--- src/rtl/scpl_defs.vh ---
`ifndef SCPL_DEFS_VH
`define SCPL_DEFS_VH
// ****************************************
// timing
// ****************************************
`define SCPL_CLK_HZ 20000000
`define SCPL_T_IN_MS 250
`define SCPL_WATCHDOG_TIMEOUT_MS 310
`define SCPL_T_IN_CYC 5000000
`define SCPL_WATCHDOG_TIMEOUT_CYC 6200000
`define SCPL_CNT_W 23
`define SCPL_CLKMON_CYC 2000
// ****************************************
// serial word layout
// ****************************************
`define SCPL_WORD_W 16
`define SCPL_BIT_WD 15
`define SCPL_ADDR_HI 12
`define SCPL_ADDR_LO 9
`define SCPL_DATA_HI 8
`define SCPL_CNT_LAST 4'h0
`define SCPL_CNT_FULL 4'hf
// ****************************************
// register addresses
// ****************************************
`define SCPL_A_STATUS 4'h0
`define SCPL_A_GCR 4'h1
`define SCPL_A_FAULT0 4'h2
`define SCPL_A_FAULT1 4'h3
`define SCPL_A_DIAG0 4'h4
`define SCPL_A_DIAG1 4'h5
`define SCPL_A_CTRL 4'h6
// gcr bits
`define SCPL_GCR_SEL_LO 0
`define SCPL_GCR_SEL_HI 1
`define SCPL_GCR_WATCHDOG_DISABLE 2
`define SCPL_GCR_TH 3
// ctrl bits
`define SCPL_CTRL_DIR_DIS 0
`define SCPL_CTRL_PWM0 1
`define SCPL_CTRL_PWM1 2
`define SCPL_RST_9 9'h000
`define SCPL_ZERO_16 16'h0000
`define SCPL_SYNC_RST 10'h0b0
`endif

--- src/rtl/scpl_top.v ---
`timescale 1ns/1ns
// Notes on behaviour
// [RULE1] sense select routes ch0, ch1, temp, off
// [RULE2] track-and-hold keeps pre-turnoff current while off
// [RULE3] overcurrent window disables sense output
// [RULE4] no sensing in fail-safe or without logic supply
// [RULE5] sync pulled low when sense accurate
// [RULE6] sync rises at every channel turn-off
// [RULE7] direct input low off, high on
// [RULE8] direct input rising edge wakes from sleep
// [RULE9] load type low bulb, high motor
// [RULE10] fault flag low on any fault
// [RULE11] sticky fault bits cleared by read
// [RULE12] pwm clock monitored, failure flagged
// [RULE13] pwm module sets on-time and delay
// [RULE14] reset low holds written registers reset
// [RULE15] sleep after input low time under reset
// [RULE16] reset rise wakes, watchdog samples first bit
// [RULE17] unchanged watchdog bit within timeout: fail-safe
// [RULE18] transfers and output drive only with select low
// [RULE19] select rise latches word to register
// [RULE20] select fall loads readable register out
// [RULE21] controller lowers select only with clock low
// [RULE22] sixteen-bit words, daisy-chain capable
// [RULE23] direct-input low time 250 ms nominal
// [RULE24] watchdog 310 ms, only when not disabled
// [RULE25] sample on clock fall, shift on rise
// [RULE26] msb first, address in bits 12 to 9
// [RULE27] controller toggles watchdog bit every word
`include "scpl_defs.vh"
module scpl_top #(
  parameter T_IN_CYC = `SCPL_T_IN_CYC,
  parameter WATCHDOG_TIMEOUT_CYC = `SCPL_WATCHDOG_TIMEOUT_CYC,
  parameter CLKMON_CYC = `SCPL_CLKMON_CYC
) (
  // clock and reset
  input wire clk,
  input wire rst_b,
  // device pins
  input wire active_low_reset_pin_n,
  input wire [1:0] direct_in,
  input wire [1:0] load_type_select,
  input wire pwm_clock_in,
  input wire logic_supply_ok,
  // serial port
  input wire chip_select_n,
  input wire sclk,
  input wire sdi,
  output reg sdo,
  output reg sdo_oe,
  // analog front end hooks
  input wire [1:0] overcurrent_window,
  input wire [1:0] sense_settled,
  input wire [1:0] pwm_drive,
  input wire [7:0] fault_events,
  // outputs
  output reg [1:0] channel_on,
  output reg [1:0] motor_profile,
  output reg [1:0] current_sense_out,
  output reg current_sense_oe,
  output reg sense_hold,
  output reg sync_oe,
  output reg fault_flag_n_oe,
  output reg clock_fail,
  output reg sleep_mode,
  output reg fail_safe
);
  // fault_events: 0 oc,1 ot,2 short to supply,3 severe short,4 open_load_on_state,5 open_load_off_state,6 ov,7 uv
  // ****************************************
  // input synchronisers
  // ****************************************
  // third stage only feeds edge detectors; logic reads the second
  // reset to idle pin levels: select high, load type pulled up
  reg [9:0] s1;
  reg [9:0] s2;
  reg [9:0] s3;
  wire [9:0] raw = {sdi, sclk, chip_select_n, pwm_clock_in, load_type_select,
                    direct_in, active_low_reset_pin_n, logic_supply_ok};
  always @(posedge clk or negedge rst_b) begin
    if (!rst_b) begin
      s1 <= `SCPL_SYNC_RST;
      s2 <= `SCPL_SYNC_RST;
      s3 <= `SCPL_SYNC_RST;
    end else begin
      s1 <= raw;
      s2 <= s1;
      s3 <= s2;
    end
  end
  wire vdd_ok = s2[0];
  wire rpin = s2[1];
  wire [1:0] din = s2[3:2];
  wire [1:0] din_d = s3[3:2];
  wire [1:0] lts = s2[5:4];
  wire pclk = s2[6];
  wire pclk_d = s3[6];
  wire csn = s2[7];
  wire csn_d = s3[7];
  wire sck = s2[8];
  wire sck_d = s3[8];
  wire si = s2[9];
  wire rpin_rise = rpin & ~s3[1];
  // ****************************************
  // serial shift logic
  // ****************************************
  reg [15:0] shin;
  reg [15:0] shout;
  reg [3:0] bitcnt;
  reg [8:0] global_config_reg;
  reg [8:0] ctrl;
  reg [7:0] status_sticky;
  reg wd_last;
  reg wd_seen;
  reg wd_kick;
  // read data follows the address of the previous word
  reg [3:0] rd_addr;
  reg rd_pulse;
  // set by the first falling clock, so an empty frame latches nothing
  reg frame_any;
  wire active = ~csn;
  wire sck_fall = active & sck_d & ~sck;
  wire sck_rise = active & ~sck_d & sck;
  wire cs_fall = csn_d & ~csn;
  wire cs_rise = ~csn_d & csn;
  // address field of the word just shifted in
  wire [3:0] waddr = shin[`SCPL_ADDR_HI:`SCPL_ADDR_LO];
  // readback selection, seven readable registers
  function [15:0] scpl_rd;
    input [3:0] a;
    input [8:0] g;
    input [8:0] c;
    input [7:0] st;
    input [1:0] ch;
    input fs;
    input ck;
    begin
      case (a)
        `SCPL_A_STATUS: scpl_rd = {3'h0, a, fs, ck, st[4:0], ch};
        `SCPL_A_GCR: scpl_rd = {3'h0, a, g};
        `SCPL_A_FAULT0: scpl_rd = {3'h0, a, 5'h00, st[3:0]};
        `SCPL_A_FAULT1: scpl_rd = {3'h0, a, 5'h00, st[3:0]};
        `SCPL_A_DIAG0: scpl_rd = {3'h0, a, 6'h00, st[7:5]};
        `SCPL_A_DIAG1: scpl_rd = {3'h0, a, 6'h00, st[7:5]};
        `SCPL_A_CTRL: scpl_rd = {3'h0, a, c};
        default: scpl_rd = {3'h0, a, `SCPL_RST_9};
      endcase
    end
  endfunction
  always @(posedge clk or negedge rst_b) begin
    if (!rst_b) begin
      shin <= `SCPL_ZERO_16;
      shout <= `SCPL_ZERO_16;
      bitcnt <= `SCPL_CNT_FULL;
      global_config_reg <= `SCPL_RST_9;
      ctrl <= `SCPL_RST_9;
      sdo <= 1'b0;
      sdo_oe <= 1'b0;
      wd_last <= 1'b0;
      wd_seen <= 1'b0;
      wd_kick <= 1'b0;
      rd_addr <= `SCPL_A_STATUS;
      rd_pulse <= 1'b0;
      frame_any <= 1'b0;
    end else begin
      wd_kick <= 1'b0;
      rd_pulse <= 1'b0;
      sdo_oe <= active & vdd_ok; // [RULE18] [RULE4]
      if (cs_fall) begin
        shout <= scpl_rd(rd_addr, global_config_reg, ctrl, status_sticky, channel_on, fail_safe,
                         clock_fail); // [RULE20]
        // read clear pulses once per frame, at select fall
        rd_pulse <= 1'b1; // [RULE11]
        bitcnt <= `SCPL_CNT_FULL;
        frame_any <= 1'b0;
      end else if (sck_fall) begin
        shin <= {shin[14:0], si}; // [RULE25] [RULE26]
        // bitcnt wraps back to full after sixteen falls: a whole word
        bitcnt <= bitcnt - 4'h1;
        frame_any <= 1'b1;
        if (bitcnt == `SCPL_CNT_FULL) begin
          wd_kick <= (si != wd_last) | ~wd_seen; // [RULE16]
          wd_last <= si;
          wd_seen <= 1'b1;
        end
      end else if (sck_rise) begin
        sdo <= shout[15]; // [RULE25] [RULE22]
        // previous input shifts behind, giving the daisy chain path
        shout <= {shout[14:0], shin[15]};
      end
      if (!rpin) begin
        global_config_reg <= `SCPL_RST_9; // [RULE14]
        ctrl <= `SCPL_RST_9;
        wd_seen <= 1'b0;
      end else if (cs_rise && frame_any && bitcnt == `SCPL_CNT_FULL) begin
        // only complete words latch; an aborted frame is dropped
        rd_addr <= waddr; // [RULE19]
        if (waddr == `SCPL_A_GCR) global_config_reg <= shin[`SCPL_DATA_HI:0];
        if (waddr == `SCPL_A_CTRL) ctrl <= shin[`SCPL_DATA_HI:0];
      end
    end
  end
  // ****************************************
  // mode control: sleep, wake, watchdog
  // ****************************************
  reg [`SCPL_CNT_W-1:0] in_low_cnt;
  reg [`SCPL_CNT_W-1:0] wd_cnt;
  reg wd_run;
  always @(posedge clk or negedge rst_b) begin
    if (!rst_b) begin
      sleep_mode <= 1'b1;
      fail_safe <= 1'b0;
      in_low_cnt <= {`SCPL_CNT_W{1'b0}};
      wd_cnt <= {`SCPL_CNT_W{1'b0}};
      wd_run <= 1'b0;
    end else begin
      // a wake event beats the sleep countdown in the same cycle
      if (|(din & ~din_d) || rpin_rise) begin
        sleep_mode <= 1'b0; // [RULE8] [RULE16]
      end else if (!rpin && din == 2'b00) begin
        if (in_low_cnt >= T_IN_CYC - 1) sleep_mode <= 1'b1; // [RULE15] [RULE23]
      end
      if (rpin || din != 2'b00) in_low_cnt <= {`SCPL_CNT_W{1'b0}};
      else if (!sleep_mode) in_low_cnt <= in_low_cnt + 1'b1;
      // fail-safe is left only through the reset pin
      if (!rpin) begin
        wd_run <= 1'b0;
        fail_safe <= 1'b0;
        wd_cnt <= {`SCPL_CNT_W{1'b0}};
      // a kick restarts the timeout even while it is disabled
      end else if (rpin_rise || wd_kick) begin
        wd_run <= 1'b1;
        wd_cnt <= {`SCPL_CNT_W{1'b0}};
      end else if (wd_run && !global_config_reg[`SCPL_GCR_WATCHDOG_DISABLE]) begin // [RULE24]
        if (wd_cnt >= WATCHDOG_TIMEOUT_CYC - 1) fail_safe <= 1'b1; // [RULE17]
        else wd_cnt <= wd_cnt + 1'b1;
      end
    end
  end
  // ****************************************
  // channels, clock monitor, faults
  // ****************************************
  reg [11:0] clk_cnt;
  reg [1:0] on_prev;
  // fail-safe drops pwm control and falls back to the direct inputs
  wire use_pwm0 = ctrl[`SCPL_CTRL_PWM0] & ~fail_safe;
  wire use_pwm1 = ctrl[`SCPL_CTRL_PWM1] & ~fail_safe;
  wire dir_ok = ~ctrl[`SCPL_CTRL_DIR_DIS] | fail_safe;
  wire [1:0] next_on;
  assign next_on[0] = ~sleep_mode & (use_pwm0 ? pwm_drive[0] : dir_ok & din[0]); // [RULE7] [RULE13]
  assign next_on[1] = ~sleep_mode & (use_pwm1 ? pwm_drive[1] : dir_ok & din[1]); // [RULE7] [RULE13]
  wire [7:0] next_sticky = status_sticky | fault_events;
  always @(posedge clk or negedge rst_b) begin
    if (!rst_b) begin
      channel_on <= 2'b00;
      on_prev <= 2'b00;
      motor_profile <= 2'b11;
      clk_cnt <= 12'h000;
      clock_fail <= 1'b0;
      status_sticky <= 8'h00;
      fault_flag_n_oe <= 1'b0;
    end else begin
      channel_on <= next_on;
      on_prev <= channel_on;
      motor_profile <= lts; // [RULE9]
      if (pclk != pclk_d) clk_cnt <= 12'h000;
      else if (clk_cnt < CLKMON_CYC) clk_cnt <= clk_cnt + 12'h001;
      // a stopped clock only matters while a channel runs from pwm
      // a new failure wins over the status read clear
      if (clk_cnt >= CLKMON_CYC && (use_pwm0 | use_pwm1)) clock_fail <= 1'b1; // [RULE12]
      else if (rd_pulse && rd_addr == `SCPL_A_STATUS) clock_fail <= 1'b0;
      // new events win over the read clear
      if (rd_pulse) status_sticky <= fault_events; // [RULE11]
      else status_sticky <= next_sticky;
      fault_flag_n_oe <= |next_sticky | clock_fail; // [RULE10]
    end
  end
  // ****************************************
  // current sense and sync
  // ****************************************
  wire sel_lo = global_config_reg[`SCPL_GCR_SEL_LO];
  wire sel_hi = global_config_reg[`SCPL_GCR_SEL_HI];
  wire th_en = global_config_reg[`SCPL_GCR_TH];
  wire [1:0] sel = {sel_hi, sel_lo};
  wire ch_idx = (sel == 2'b10);
  wire turn_off = |(on_prev & ~channel_on);
  always @(posedge clk or negedge rst_b) begin
    if (!rst_b) begin
      current_sense_out <= 2'b00;
      current_sense_oe <= 1'b0;
      sense_hold <= 1'b0;
      sync_oe <= 1'b0;
    end else begin
      current_sense_out <= sel; // [RULE1]
      // analog mux code: 01 ch0, 10 ch1, 11 temperature
      current_sense_oe <= (sel != 2'b00) & ~(|overcurrent_window) & ~fail_safe
                          & vdd_ok; // [RULE1] [RULE3] [RULE4]
      // hold is blocked for the temperature code only; off code 00 still holds on channel 0 off
      sense_hold <= th_en & (sel != 2'b11) & ~channel_on[ch_idx]; // [RULE2]
      // release first, so a turn-off while sync is pulled low shows a rising sync edge
      if (turn_off) sync_oe <= 1'b0; // [RULE6]
      else sync_oe <= (sel != 2'b00) & channel_on[ch_idx] & sense_settled[ch_idx]; // [RULE5]
    end
  end
endmodule

--- config.mk ---
export PLATFORM = sky130hd
export DESIGN_NAME = scpl_top
export DESIGN_NICKNAME = d
export VERILOG_FILES = /design/src/rtl/scpl_top.v
export VERILOG_INCLUDE_DIRS = /design/src /design/src/rtl
export SDC_FILE = /design/constraint.sdc
export NUM_CORES = 1
export LEC_CHECK = 0
export ABC_AREA = 1
export BUFFER_PORTS_ARGS = -buffer_cell sky130_fd_sc_hd__buf_2
export CAP_MARGIN = 15
export CORE_ASPECT_RATIO = 2
export CORE_MARGIN = 2
export CORE_UTILIZATION = 45
export CTS_BUF_LIST = sky130_fd_sc_hd__clkbuf_16
export DETAILED_ROUTE_END_ITERATION = 7
export GPL_TIMING_DRIVEN = 0
export HOLD_SLACK_MARGIN = 0.12
export PLACE_DENSITY = 0.64
export SLEW_MARGIN = 20
export SYNTH_ARGS = -nofsm -noshare
export SYNTH_HDL_FRONTEND = slang
export SYNTH_SLANG_ARGS = --single-unit
--- constraint.sdc ---
create_clock -name clk -period 2.6 [get_ports clk]
set_input_delay 0.39 -clock clk [delete_from_list [all_inputs] [get_ports clk]]
set_output_delay 0.39 -clock clk [all_outputs]
set_load 0.01 [all_outputs]
# Yosys cells after proc, flatten, opt, wreduce, memory -nomap -nowiden
# Cells that the tools add are included.
word_totals:
  register_bits: 176
  in_bits: 26
  output_inout_bits: 15
  elab_cells: 198
op_classes:
  add_sub_neg: 4
  magnitude_cmp: 5
  eq_ne: 27
  mux: 49
  n_bitwise: 43
  reduce_logical: 38
op_table:
  columns: ["operator", "n"]
  rows:
  - ["$mux 23", 6]
  - ["$mux 9", 6]
  - ["$mux 16", 3]
  - ["$add 23x1->23 const B", 2]
  - ["$ge 23x23->1 const B", 2]
  - ["$pmux 9 s5", 1]
  - ["$mux 1", 28]
  - ["$mux 12", 2]
  - ["$and 1x1->1", 21]
  - ["$ne 2x1->1 const B", 10]
  - ["$eq 4x3->1 const B", 4]
  - ["$reduce_bool 2->1", 8]
  - ["$reduce_and 2->1", 7]
  - ["$not 1->1", 13]
  - ["$add 12x1->12 const B", 1]
  - ["$ge 12x11->1 const B", 1]
  - ["$lt 12x11->1 const B", 1]
  - ["$reduce_and 3->1", 4]
  - ["$reduce_or 2->1", 5]
  - ["$eq 4x1->1 const B", 2]
  - ["$eq 4x2->1 const B", 2]
  - ["$mux 4", 2]
  - ["$mux 8", 1]
  - ["$or 8x8->8", 1]
  - ["other kinds (17)", 33]

# Depth between registers and ports, before layout
logic_depth:
  word_depth: 6
  ltp_mapped: 11
  ltp_nobuf: 10

# Worst setup path after synthesis
# OpenSTA, ideal clock, no wires.
synth_path:
  path_kind: "reg-to-reg"
  from: "reg wd_cnt[0]"
  to: "reg wd_cnt[7]"
  setup_ps: 117
  t_arrival_ps: 1574
  t_required_ps: 2483
  path_slack_ps: 910
  stages_incl_launch_ff: 10
  path_buffers: 1
  period_less_slack_ps: 1690
  cell_sequence: "dfrtp_1 > ha_1 > nand3_1 > nor2_1 > nand3_1 > nand4_2 > nand2_4 > buf_6 > nand2_1 > nand2_1"
synth_between:
  elab_chain_cells: 5
  word_cells_on_any_way: 8
  cone_classes: "1 x add/sub; 1 x order compare; 1 x eq/ne; 4 x mux; 1 x reduce/logical"
synth_lines:
  columns: ["element", "line_no", "source"]
  rows:
  - ["start, declared", "scpl_top.v:206", "reg [`SCPL_CNT_W-1:0] wd_cnt;"]
  - ["start signal, assigned", "scpl_top.v:213", "wd_cnt <= {`SCPL_CNT_W{1'b0}};"]
  - ["start signal, assigned", "scpl_top.v:228", "wd_cnt <= {`SCPL_CNT_W{1'b0}};"]
  - ["start signal, assigned", "scpl_top.v:232", "wd_cnt <= {`SCPL_CNT_W{1'b0}};"]
  - ["$add 23x1->23", "scpl_top.v:235", "else wd_cnt <= wd_cnt + 1'b1;"]
  - ["$mux 23", "scpl_top.v:234", "if (wd_cnt >= WATCHDOG_TIMEOUT_CYC - 1) fail_safe <= 1'b1;"]
  - ["$mux 23", "scpl_top.v:233", "end else if (wd_run && !global_config_reg[`SCPL_GCR_WATCHDOG_DISABLE]) begin"]
  - ["$mux 23", "scpl_top.v:230", "end else if (rpin_rise || wd_kick) begin"]
  - ["$mux 23", "scpl_top.v:225", "if (!rpin) begin"]
# Several ways; a longest one is shown, not always the timed one. The select of a mux whose other input is x is not followed.
# A chain may end at the register's enable or synchronous reset.

# Worst setup path after layout
layout_path:
  from: "reg wd_cnt[0]"
  to: "reg wd_cnt[14]"
# Same word-level chain as after synthesis.

==> impl_metrics.json <==
{
  "grt_use_total": 0.225,
  "hp-start": "fault_events[5]",
  "worstPathArrival_ns": 2.82,
  "syn_to_final_growth_pct": 14.5,
  "ioPinCount": 41,
  "tightest_slew_ns": 0.657,
  "first_iter_violations": 344,
  "fin_skew_ns": 0.00532,
  "post-route-drc-count": 0,
  "reg2reg_slack_ns": 0.14,
  "grt_pass1_wl_mm": 34.7,
  "r2r_cells": 9,
  "antenna_found_initial": 0,
  "synth_compound_area_frac": 0.0950,
  "postSynthCellCount": 1083,
  "drtPass1Iterations": 6,
  "finalWirelength_mm": 21.1,
  "worst_setup_path_start_kind": "flip-flop",
  "grt_max_degree": 88,
  "start_util": 0.459,
  "finalSetupTns_ns": 0,
  "io_buffers": 40,
  "vias_per_cell": 5.17,
  "rsz0062_at_grt": "no",
  "relSlewSlack": 0.562,
  "slowest_delay_ns": 0.56,
  "clockBufferDepth": 2,
  "fin_cells": 1383,
  "period_needed_ns": 2.46,
  "critPathKind": "flip-flop to flip-flop",
  "seq_area_frac_synth": 0.517,
  "use_met2": 0.436,
  "status": "finished clean",
  "synth_edf_count": 0,
  "cts.htree.levels": 4,
  "yosys_warnings": 0,
  "reg_top3": "in_low_cnt x23, wd_cnt x23",
  "place_hpwl_mm": 15.7,
  "diodes": 0,
  "crit_chain": "ha_1 -> nand3_1 -> nor2_1 -> inv_1 -> o21ai_1 -> nand3_1 -> nor2_1 -> nand2_1 -> nand2_1",
  "synthXorXnorAreaFrac": 0.00833,
  "mostFrequentLayoutCells": "nand2_1 (317), dfrtp_1 (159), nor2_1 (143)",
  "critPathMaxFanout": 8,
  "synth_fp_nets": 1115,
  "grt.met3_usage": 0.0386,
  "end_kind": "flip-flop",
  "total_power_mw": 6.13,
  "fin_crit_sh": 0.944,
  "muxShareOfSynthArea": 0,
  "ys.flop_type": "dfrtp_1",
  "drv_cap": 0,
  "drive_gt1_frac": 0.0925,
  "fp.dieH_um": 197,
  "hold_violations": 0,
  "hold_class": "primary input to flip-flop",
  "setup_viol": 0,
  "wl_per_cell_um": 15.2,
  "synth_top_family_by_area": "simple AND/OR/NAND/NOR gates",
  "crit_path_start": "wd_cnt[0]",
  "grt_use_met1": 0.222,
  "leakage_nw": 4.44,
  "gp_congestion": 0.943,
  "dp.cells": 1340,
  "clk_pin_slew_ns": 0.06,
  "fmax_mhz": 407,
  "layout_commonest_cell": "nand2_1",
  "reg2reg_to": "wd_cnt[14]",
  "cts_buffers": 17,
  "clk_latency_ns": 0.42,
  "die_area_um2": 19900,
  "globalRouteOverflowTotal": 0,
  "cp_slowest_cell": "dfrtp_1",
  "r2r-start": "wd_cnt[0]",
  "layout.nets": 1186,
  "slew_viol_final": 0,
  "endpoint": "wd_cnt[14]",
  "ir_worst_vdd_uv": 461,
  "syn-cell-area_um2": 8410,
  "cts_root_buf": "clkbuf_16",
  "synth.distinct_cells": 39,
  "cts.sink_count": 173,
  "busiest_layer": "met2",
  "fillers": 1769,
  "fp.dieW_um": 101,
  "postSynthRegisterBits": 173,
  "yosys.area_share.simple": 0.299,
  "async_reset_ff_frac": 1.00,
  "first_global_vias": 7167,
  "postRouteAntennaNets": 0,
  "cts_tree": "built",
  "synthAdderAreaFrac": 0.00893,
  "powerDensity_nw_per_um2": 637,
  "row_count": 70,
  "core_um2": 18300,
  "syn_avg_cell_area_um2": 7.76,
  "vias": 7156,
  "cp.required_ns": 2.96
}
[layout make-up]
type                    instances  area, um2  area share
flip-flops and latches        173       4350       0.451
multi-input cells             761       3460       0.359
inverters                     122        460      0.0478
clock buffers                  17        425      0.0442
repair buffers                 52        348      0.0361
well taps                     216        270      0.0281
clock inverters                15        179      0.0186
plain buffers                  27        139      0.0144
[metrics by stage]
step	setup WS (ns)	utilization	instance area, um2	hold WS (ns)
floorplan	0.910	-	8410	0.0944
global placement	-1.58	0.485	8880	0.333
detailed placement	0.229	0.487	8910	0.336
global route	0.0543	0.526	9630	0.150
CTS	0.207	0.526	9630	0.140
finish	0.145	0.526	9630	0.160
[kinds of logic after synthesis]
family	after synthesis
and+or+nand+nor	602
DFF	173
buffers and inverters	149
AOI/OAI and AO/OA	145
xor gates and xnor gates	8
adders and majority gates	6
[how the worst min path moves through the flow]
| stage | end | slack (ns) | depth (start not counted) |
|---|---|---|---|
| final | status_sticky[5] | 0.16 | 2 |
| after floorplan | channel_on[0] | 0.09 | 0 |
| after CTS | status_sticky[5] | 0.14 | 2 |
| after global routing | status_sticky[5] | 0.15 | 2 |
| after detailed placement | s2[2] | 0.34 | 0 |
| after global placement | s2[2] | 0.33 | 0 |
[Yosys cell counts, types with 3 or more instances]
library cell  number  area [um2]
ha_1               6        75.1
nand4_1           18         113
nor2_1           143         537
o211ai_1           3        22.5
buf_2              6        30.0
a31oi_1            8        50.1
dfrtp_1          159        3980
xnor2_1            3        26.3
dfstp_2           14         368
nor4_1             9        56.3
o221ai_1           3        26.3
nand3_1           88         440
a21oi_1           39         195
inv_1            117         439
inv_2              4        15.0
nand2_1          317        1190
nor3_1            18        90.1
xor2_1             5        43.8
o21ai_0           68         340
o22ai_1            5        31.3
clkbuf_1          15        56.3
o21ai_1            6        30.0
buf_4              4        30.0
[worst max-delay path, delay by kind of cell, from the launching register on]
kind | cells | cell delay (ns)
buffers and inverters | 1 | 0.17
adders and majority gates | 1 | 0.46
AOI/OAI and AO/OA | 1 | 0.15
and+or+nand+nor | 6 | 1.04
DFF | 1 | 0.56
[what timing repair did]
item | 4_1_cts | 5_1_grt
hold buffers | 11 | 0
setup buffers | 0 | 0
gates resized for setup | 0 | 0
hold endpoints to repair | 87 | 0
[where the power goes]
| group | switching [mW] | internal [mW] | total, mW | leakage [nW] |
|---|---|---|---|---|
| clock | 1.03 | 1.59 | 2.62 | 0.298 |
| sequential | 0.126 | 2.86 | 2.99 | 2.23 |
| combinational | 0.340 | 0.178 | 0.517 | 1.91 |
[routing by layer]
metal	share of wire	vias up
li1	-	3641
met1	0.37	3354
met2	0.56	114
met3	0.023	47
met4	0.041	0
met5	0	-
(Power assumes the default switching activity.)
